File: config.mk
export PLATFORM = sky130hd
export DESIGN_NAME = crceng_top
export DESIGN_NICKNAME = d
export VERILOG_FILES = /design/src/include/crceng_pkg.sv /design/src/verilog/crceng_top.sv
export SDC_FILE = /design/constraint.sdc
export NUM_CORES = 1
export LEC_CHECK = 0
export ABC_AREA = 0
export BUFFER_PORTS_ARGS = -buffer_cell sky130_fd_sc_hd__buf_2
export CORE_AREA = 2 2 114 116
export CTS_CLUSTER_SIZE = 8
export DETAILED_ROUTE_END_ITERATION = 16
export DIE_AREA = 0 0 116 118
export PLACE_DENSITY = 0.81
export SLEW_MARGIN = 20
export SYNTH_ARGS = -nofsm -noshare
export SYNTH_HDL_FRONTEND = slang
export SYNTH_SLANG_ARGS = --single-unit
File: constraint.sdc
create_clock -name clk -period 2.95 [get_ports clk]
set_input_delay 0.295 -clock clk [delete_from_list [all_inputs] [get_ports clk]]
set_output_delay 0.295 -clock clk [all_outputs]
set_load 0.1 [all_outputs]
File: src/include/crceng_pkg.sv
// crceng_pkg: constants and carrier types of the byte-stream crc engine
// assumes a single 50 MHz clock domain and a cpu-side strobe interface
package crceng_pkg;
  localparam logic [15:0] Poly16      = 16'h1021;     // msb-first generator
  localparam logic [31:0] Poly32      = 32'h04c11db7; // normal form
  localparam logic [31:0] Poly32Refl  = 32'hedb88320; // reflected form
  localparam logic [31:0] PresetZeros = 32'h00000000;
  localparam logic [31:0] PresetOnes  = 32'hffffffff;
  localparam logic [31:0] ResultRst   = 32'h00000000; // result after reset
  localparam logic [1:0]  PtrRst      = 2'h0;         // pointer after reset
  localparam logic        WidthRst    = 1'b0;         // 32-bit after reset
  localparam logic        PresetRst   = 1'b0;         // zeros after reset
  localparam logic [7:0]  ByteRst     = 8'h00;
  localparam int          BitsPerByte = 8;
  localparam logic [9:0]  SectorBytes = 10'h200;      // 512 bytes a sector
  localparam logic [9:0]  LastByteIdx = 10'h1ff;
  localparam int          PageW       = 5;            // start page index
  localparam int          CountW      = 8;            // sector count width
  localparam int          FlashAddrW  = 14;           // 16 kB flash space
  localparam int          SectorShift = 9;

  // control write as software issues it
  typedef struct packed {
    logic       widthSel16; // 1 selects 16-bit, 0 selects 32-bit
    logic       presetCmd;  // 1 loads the preset
    logic       presetOnes; // 1 presets all ones
    logic [1:0] bytePtr;    // result byte pointer
  } crceng_ctrl_type;

  // flash read request toward the memory
  typedef struct packed {
    logic                  valid;
    logic [FlashAddrW-1:0] addr;
  } crceng_flash_req_type;
endpackage

File: src/verilog/crceng_top.sv
// crceng_top: byte-stream crc engine with result port and auto flash walk
// assumes flash answers a read one cycle after a request, data valid then;
// all cpu strobes are one-cycle pulses on clk
//
// Contract
// 16-bit mode: msb-first, generator 0x1021
// 16-bit: xor byte into upper result byte
// 16-bit: eight left shifts, xor on msb
// 32-bit mode uses reflected algorithm
// 32-bit: xor byte into lowest byte
// 32-bit: eight right shifts, xor reflected
// preset to all zeros or ones
// width bit: 0 is 32, 1 is 16
// preset bit: 0 zeros, 1 ones
// preset command loads whole result
// each input byte write folds once
// software sets page, enable, then count
// control write in auto mode starts, stalls cpu
// 512 bytes per sector, consecutive sectors
// software clears enable before reading result
// result 32 bits or 16 bits wide
// pointer selects byte, increments per access
// result held unless preset, write, input
// separate bit-reverse register provided
// pointer map, 16-bit wraps upper codes
// bit-reverse reads back mirrored
`timescale 1ns/1ps
module crceng_top (
  // clock and reset
  input  wire logic                             clk,
  input  wire logic                             arst_n,
  // control register write
  input  wire logic                             ctrlWr,
  input  wire crceng_pkg::crceng_ctrl_type      ctrlData,
  // byte input register
  input  wire logic                             byteInWr,
  input  wire logic [7:0]                       byteIn,
  // result data port
  input  wire logic                             resultRd,
  input  wire logic                             resultWr,
  input  wire logic [7:0]                       resultWrData,
  // automatic flash control
  input  wire logic                             autoEnable,
  input  wire logic [crceng_pkg::PageW-1:0]     startPage,
  input  wire logic [crceng_pkg::CountW-1:0]    sectorCount,
  input  wire logic [7:0]                       flashData,
  // bit-reverse register
  input  wire logic                             revWr,
  input  wire logic [7:0]                       revData,
  // outputs
  output      logic [7:0]                       resultByte,
  output      logic [1:0]                       bytePtr,
  output      logic                             widthSel16,
  output      logic                             presetOnes,
  output      logic [31:0]                      result,
  output      logic [7:0]                       revOut,
  output      logic                             cpuStall,
  output      crceng_pkg::crceng_flash_req_type flashReq
);

  // fold one byte into the 16-bit result, msb first
  function automatic logic [15:0] fold16(input logic [15:0] acc,
                                         input logic [7:0]  din);
    logic [15:0] a;
    a = acc ^ {din, 8'h00};
    for (int i = 0; i < crceng_pkg::BitsPerByte; i++) begin
      if (a[15]) begin
        a = {a[14:0], 1'b0} ^ crceng_pkg::Poly16;
      end else begin
        a = {a[14:0], 1'b0};
      end
    end
    return a;
  endfunction

  // fold one byte into the 32-bit result, reflected
  function automatic logic [31:0] fold32(input logic [31:0] acc,
                                         input logic [7:0]  din);
    logic [31:0] a;
    a = acc ^ {24'h000000, din};
    for (int i = 0; i < crceng_pkg::BitsPerByte; i++) begin
      if (a[0]) begin
        a = {1'b0, a[31:1]} ^ crceng_pkg::Poly32Refl;
      end else begin
        a = {1'b0, a[31:1]};
      end
    end
    return a;
  endfunction

  // one byte into whichever width is selected
  function automatic logic [31:0] foldSel(input logic [31:0] acc,
                                          input logic [7:0]  din,
                                          input logic        w16);
    if (w16) begin
      return {16'h0000, fold16(acc[15:0], din)};
    end
    return fold32(acc, din);
  endfunction

  // effective byte lane for a pointer value
  function automatic logic [1:0] laneOf(input logic [1:0] p,
                                        input logic       w16);
    return w16 ? {1'b0, p[0]} : p;
  endfunction

  typedef enum logic [1:0] {AutoIdle, AutoRead, AutoFold} crceng_auto_type;

  logic [31:0]                     resultQ, resultD;   // crc accumulator
  logic [1:0]                      ptrQ;               // result pointer
  logic                            w16Q;               // width select
  logic                            onesQ;              // preset select
  logic [7:0]                      revQ;               // bit-reverse reg
  logic [7:0]                      rdByteQ;            // captured port byte
  crceng_auto_type                 stQ;                // flash walk state
  logic [crceng_pkg::CountW-1:0]   secLeftQ;           // sectors remaining
  logic [9:0]                      byteIdxQ;           // offset in sector
  logic [crceng_pkg::FlashAddrW-1:0] addrQ;            // flash address
  logic                            stallQ;
  logic                            reqValidQ;
  logic [1:0]                      lane;
  logic [31:0]                     preset;
  logic                            w16Eff;             // width in force

  assign lane   = laneOf(ptrQ, w16Q);
  // preset follows the select bit of the same control write
  assign preset = ctrlData.presetOnes ? crceng_pkg::PresetOnes
                                      : crceng_pkg::PresetZeros;
  // a control write narrows the result in its own cycle, no stale half
  assign w16Eff = ctrlWr ? ctrlData.widthSel16 : w16Q;

  // control fields; a write stores width and preset select, the pointer below
  always_ff @(posedge clk or negedge arst_n) begin
    if (!arst_n) begin
      w16Q  <= crceng_pkg::WidthRst;
      onesQ <= crceng_pkg::PresetRst;
    end else if (ctrlWr) begin
      w16Q  <= ctrlData.widthSel16;
      onesQ <= ctrlData.presetOnes;
    end
  end

  // pointer: control write loads it, each data access bumps it
  always_ff @(posedge clk or negedge arst_n) begin
    if (!arst_n) begin
      ptrQ <= crceng_pkg::PtrRst;
    end else if (ctrlWr) begin
      ptrQ <= ctrlData.bytePtr;
    end else if (resultRd || resultWr) begin
      ptrQ <= ptrQ + 2'h1; // wraps 11 to 00
    end
  end

  // accumulator next value; priority preset, port write, flash, cpu byte
  always_comb begin
    resultD = resultQ; // hold otherwise
    if (ctrlWr && ctrlData.presetCmd) begin
      // uses select bits written in the same access
      resultD = preset;
    end else if (resultWr) begin
      resultD[lane*8 +: 8] = resultWrData;
    end else if (stQ == AutoFold) begin
      resultD = foldSel(resultQ, flashData, w16Q);
    end else if (byteInWr) begin
      resultD = foldSel(resultQ, byteIn, w16Q);
    end
    if (w16Eff) begin
      // 16-bit mode keeps only the low half, a preset included
      resultD[31:16] = 16'h0000; // narrow result in 16-bit mode
    end
  end

  // accumulator register
  always_ff @(posedge clk or negedge arst_n) begin
    if (!arst_n) begin
      resultQ <= crceng_pkg::ResultRst;
    end else begin
      resultQ <= resultD;
    end
  end

  // data port read byte, captured on the read strobe
  always_ff @(posedge clk or negedge arst_n) begin
    if (!arst_n) begin
      rdByteQ <= crceng_pkg::ByteRst;
    end else if (resultRd) begin
      rdByteQ <= resultQ[lane*8 +: 8];
    end
  end

  // bit-reverse register stores the mirror so reads need no logic
  always_ff @(posedge clk or negedge arst_n) begin
    if (!arst_n) begin
      revQ <= crceng_pkg::ByteRst;
    end else if (revWr) begin
      for (int i = 0; i < 8; i++) begin
        revQ[i] <= revData[7-i];
      end
    end
  end

  // flash walk: control write with auto enabled starts it;
  // one byte read then folded, two cycles per byte, cpu held meanwhile
  always_ff @(posedge clk or negedge arst_n) begin
    if (!arst_n) begin
      stQ       <= AutoIdle;
      secLeftQ  <= '0;
      byteIdxQ  <= '0;
      addrQ     <= '0;
      stallQ    <= 1'b0;
      reqValidQ <= 1'b0;
    end else begin
      case (stQ)
        AutoIdle: begin
          // zero sectors: nothing to do, no stall
          if (ctrlWr && autoEnable && sectorCount != '0) begin
            stQ       <= AutoRead;
            secLeftQ  <= sectorCount;
            byteIdxQ  <= '0;
            addrQ     <= crceng_pkg::FlashAddrW'({startPage, 9'h000});
            stallQ    <= 1'b1;
            reqValidQ <= 1'b1;
          end
        end
        AutoRead: begin
          stQ       <= AutoFold; // flash data valid next cycle
          reqValidQ <= 1'b0;
        end
        AutoFold: begin
          addrQ <= addrQ + 1'b1; // consecutive sectors
          if (byteIdxQ == crceng_pkg::LastByteIdx) begin
            byteIdxQ <= '0;
            secLeftQ <= secLeftQ - 1'b1;
            if (secLeftQ == 8'h01) begin
              stQ    <= AutoIdle;
              stallQ <= 1'b0;
            end else begin
              stQ       <= AutoRead;
              reqValidQ <= 1'b1;
            end
          end else begin
            byteIdxQ  <= byteIdxQ + 1'b1;
            stQ       <= AutoRead;
            reqValidQ <= 1'b1;
          end
        end
        default: begin
          stQ    <= AutoIdle;
          stallQ <= 1'b0;
        end
      endcase
    end
  end

  assign resultByte     = rdByteQ;
  assign bytePtr        = ptrQ;
  assign widthSel16     = w16Q;
  assign presetOnes     = onesQ;
  assign result         = resultQ;
  assign revOut         = revQ;
  assign cpuStall       = stallQ;
  assign flashReq.valid = reqValidQ;
  assign flashReq.addr  = addrQ;

  // 16-bit fold of one cpu byte lands next cycle
  a_fold16_byte: assert property (@(posedge clk) disable iff (!arst_n)
    byteInWr && w16Q && !ctrlWr && !resultWr && stQ != AutoFold
    |=> resultQ == {16'h0000, fold16($past(resultQ[15:0]), $past(byteIn))})
    else $error("16-bit fold wrong");

  a_fold32_byte: assert property (@(posedge clk) disable iff (!arst_n)
    byteInWr && !w16Q && !ctrlWr && !resultWr && stQ != AutoFold
    |=> resultQ == fold32($past(resultQ), $past(byteIn)))
    else $error("32-bit fold wrong");

  a_preset_value: assert property (@(posedge clk) disable iff (!arst_n)
    ctrlWr && ctrlData.presetCmd
    |=> resultQ == (!$past(ctrlData.presetOnes) ? 32'h00000000
        : $past(ctrlData.widthSel16) ? 32'h0000ffff : 32'hffffffff))
    else $error("preset value wrong");

  a_result_hold: assert property (@(posedge clk) disable iff (!arst_n)
    !ctrlWr && !resultWr && !byteInWr && stQ != AutoFold
    |=> $stable(resultQ))
    else $error("result changed without cause");

  a_ptr_advance: assert property (@(posedge clk) disable iff (!arst_n)
    (resultRd || resultWr) && !ctrlWr |=> ptrQ == $past(ptrQ) + 2'h1)
    else $error("pointer did not advance");

  a_read_lane: assert property (@(posedge clk) disable iff (!arst_n)
    resultRd && w16Q && ptrQ[1]
    |=> rdByteQ == $past(resultQ[ptrQ[0]*8 +: 8]))
    else $error("16-bit pointer wrap wrong");

  a_rev_mirror: assert property (@(posedge clk) disable iff (!arst_n)
    revWr |=> $past(revData) == {revQ[0], revQ[1], revQ[2], revQ[3],
                                 revQ[4], revQ[5], revQ[6], revQ[7]})
    else $error("bit reverse wrong");

  a_auto_stall: assert property (@(posedge clk) disable iff (!arst_n)
    stQ == AutoIdle && ctrlWr && autoEnable && sectorCount != '0
    |=> cpuStall ##1 cpuStall ##1 cpuStall)
    else $error("stall not raised by auto start");

  a_width_narrow: assert property (@(posedge clk) disable iff (!arst_n)
    w16Q |-> resultQ[31:16] == 16'h0000)
    else $error("upper half set in 16-bit mode");
endmodule

==> qor.txt <==
Arrival @ worst endpoint -> 2.84 ns
clock latency on the worst-skew pair -> 0.35 ns
most used routing layer -> met2
Fin Setup TNS -> 0 ns
maximum number of pins on one net before global-route repair -> 52
number of input and output port buffers inserted -> 125
CP max stage cell -> sky130_fd_sc_hd__dfrtp_1
fraction of synthesized cell area in xor and xnor cells -> 0.2565
met1 usage in global routing -> 0.4412
hold violation total from the final report -> 12
number of global-route vias before repair -> 6092
FP Rows -> 41
share of synthesized area occupied by flip-flops and latches -> 0.3109
nature of the critical path startpoint -> flop
library cell used as clock root buffer -> sky130_fd_sc_hd__clkbuf_16
Async S/R FF share, synth -> 1.000
global-route total usage across every layer -> 0.3272
Die Y-Extent -> 118 um
Syn Area/Cell -> 9.283 um2
wire length of the first global-routing pass -> 34330 um
Mapped Cells -> 763
post-detail-place hpwl -> 16020 um
maximum clock frequency -> 384.0 MHz
total congestion overflow after global routing -> 0
commonest cells after routing, fill and taps aside -> 124 x sky130_fd_sc_hd__buf_2, 97 x sky130_fd_sc_hd__xnor2_1, 87 x sky130_fd_sc_hd__dfrtp_1
Final Cycle Share -> 0.8828
WP data required -> 3.18 ns
Post-Route Utilization -> 0.6560
Synth Flop Type -> sky130_fd_sc_hd__dfrtp_1
number of antenna diodes -> 0
failing checks -> negative hold slack
vias -> 6457
count of antenna-violating nets left after detailed routing -> 0
x dimension of the die -> 116 um
adder and majority cell fraction of the synthesized area -> 0.01413
Min-Delay Path Class -> input port to asynchronous set/reset pin
count of final setup violators -> 0
area growth from synthesis to layout -> 14.98%
Period minus WS final -> 2.604 ns
status -> complete, but fails checks
met2 Resource Use GR -> 0.4985
most common cell after layout, fill and taps aside -> sky130_fd_sc_hd__buf_2
Final GP Congestion -> 1.032
dominant delay contributor by cell family on the critical path -> XOR/XNOR gates
relative max-transition margin -> 0.4786
clock net sink count -> 88
number of unique standard cell types used by synthesis -> 58
Core Region -> 12410 um2
count of routing violations after the opening detailed-route iteration -> 881
most frequent cell on the critical path -> sky130_fd_sc_hd__xnor2_1
total DRC errors in the routed layout -> 0
simple-gate area share of the yosys netlist -> 0.1229
final non-filler cell total -> 1040
aggregate routed wire length -> 21720 um
TritonCTS clock tree -> built
Worst Path Max Fanout -> 8
post-synthesis instance area -> 7083 um2
PostCTS Resize Cnt -> 0
total nets after synthesis -> 829
maximum clock insertion buffer count -> 2
maxcap violations -> 0
number of pins with negative max-slew slack in the final report -> 0
critical path type -> flop to flop
dominant combinational cell family by area after synthesis -> XOR/XNOR gates
number of instances in the placed design -> 1024
number of synthesis warnings -> 0
synthesized flop and latch total -> 88
chain of cells forming the critical path -> xnor2_1, xnor2_2, xor2_2, xnor2_1, nor4_1, a2111oi_0, o21ai_1
CP peak stage delay -> 0.71 ns
# nets final -> 929
first-pass iteration count of the detailed router -> 6
number of setup buffers added after CTS -> 0
Clock Skews -> 0.008646 ns
average vias per placed instance -> 6.209
number of hold buffers added after CTS -> 0
worst hold slack across all endpoints -> -0.01637 ns
multiplexer fraction of the synthesized cell area -> 0.09592
fraction of layout cells with a size suffix above 1 -> 0.2431
Initial Util -> 0.5706
synthesized-area fraction occupied by ao, oa, aoi and oai cells -> 0.1632
Boundary Pins -> 126
Die Footprint -> 13690 um2
EDFF count, synth -> 0
wire per inst -> 20.89 um
count of buffering cells on the critical path with inverters included -> 0
level count of the clock H-tree -> 3
initial antenna violation count -> 0
RSZ-0062 raised after global routing -> false
Worst-path clk slew -> 0.07 ns
CTS Buf Count -> 9
Critical Path End Type -> flop
met3 Track Usage GR -> 0.07827
Worst Tran Pin Value -> 0.7792 ns
[cell usage after synthesis (10+ instances only)]
library cell,number,area share
sky130_fd_sc_hd__a21oi_1,59,0.042
sky130_fd_sc_hd__a221oi_1,14,0.017
sky130_fd_sc_hd__buf_2,14,0.0099
sky130_fd_sc_hd__clkbuf_1,25,0.013
sky130_fd_sc_hd__dfrtp_1,88,0.31
sky130_fd_sc_hd__mux2_2,18,0.029
sky130_fd_sc_hd__mux2i_1,27,0.038
sky130_fd_sc_hd__nand2_1,67,0.036
sky130_fd_sc_hd__nand3_1,12,0.0085
sky130_fd_sc_hd__nor2_1,50,0.026
sky130_fd_sc_hd__nor3_1,10,0.0071
sky130_fd_sc_hd__o21ai_0,70,0.049
sky130_fd_sc_hd__xnor2_1,97,0.12
sky130_fd_sc_hd__xnor2_2,17,0.039
sky130_fd_sc_hd__xor2_1,46,0.057
[registers in the layout (all words and copies together), names as in the netlist]
register / flops
reqValidQ: 1
cpuStall: 1
stQ: 2
result: 32
byteIdxQ: 10
revOut: 8
widthSel16: 1
bytePtr: 2
resultByte: 8
presetOnes: 1
secLeftQ: 8
addrQ: 14
[final timing paths]
path | startpoint | endpoint | slack (ns) | depth (start not counted)
setup reg to reg | result[6]$_DFFE_PN0P_ | result[26]$_DFFE_PN0P_ | 0.35 | 7
hold / removal | arst_n | result[12]$_DFFE_PN0P_ | -0.02 | 1
min in group clk | ctrlData[1] | bytePtr[1]$_DFFE_PN0P_ | 0.15 | 3
hold reg to reg | revOut[5]$_DFFE_PN0P_ | revOut[5]$_DFFE_PN0P_ | 0.50 | 1
max in group asynchronous | arst_n | addrQ[3]$_DFFE_PN0P_ | 2.27 | 2
setup / recovery | result[6]$_DFFE_PN0P_ | result[26]$_DFFE_PN0P_ | 0.35 | 7
[layer usage]
layer | share of wire | up-vias
li1 | - | 2880
met1 | 0.38 | 3092
met2 | 0.46 | 394
met3 | 0.11 | 91
met4 | 0.050 | 0
met5 | 0 | -
[area by class of cell]
class / count / area, um2
multi-input cells: 616 / 4628
fillers: 1052 / 4270
flip-flops and latches: 88 / 2203
repair buffers: 139 / 758.2
clock buffers: 10 / 239.0
well taps: 172 / 215.2
clock inverters: 6 / 66.31
inverters: 9 / 33.78
[cells by family after synthesis]
logic type	after synthesis
buffers and inverters	59
adders and majority gates	8
and+or+nand+nor	188
muxes	54
DFF	88
AOI/OAI and AO/OA	193
xor gates and xnor gates	173
[stage by stage]
step | setup WS [ns] | area [um2]
final | 0.3457 | 8144
after global placement | 0.4647 | 7839
after detailed placement | 0.4596 | 7839
after global routing | 0.1910 | 8144
after CTS | 0.4329 | 8144
after floorplan | 0.02989 | 7084
Power is not shown: default switching activity piles up to over one toggle a cycle in this logic, so the estimate is an artifact.
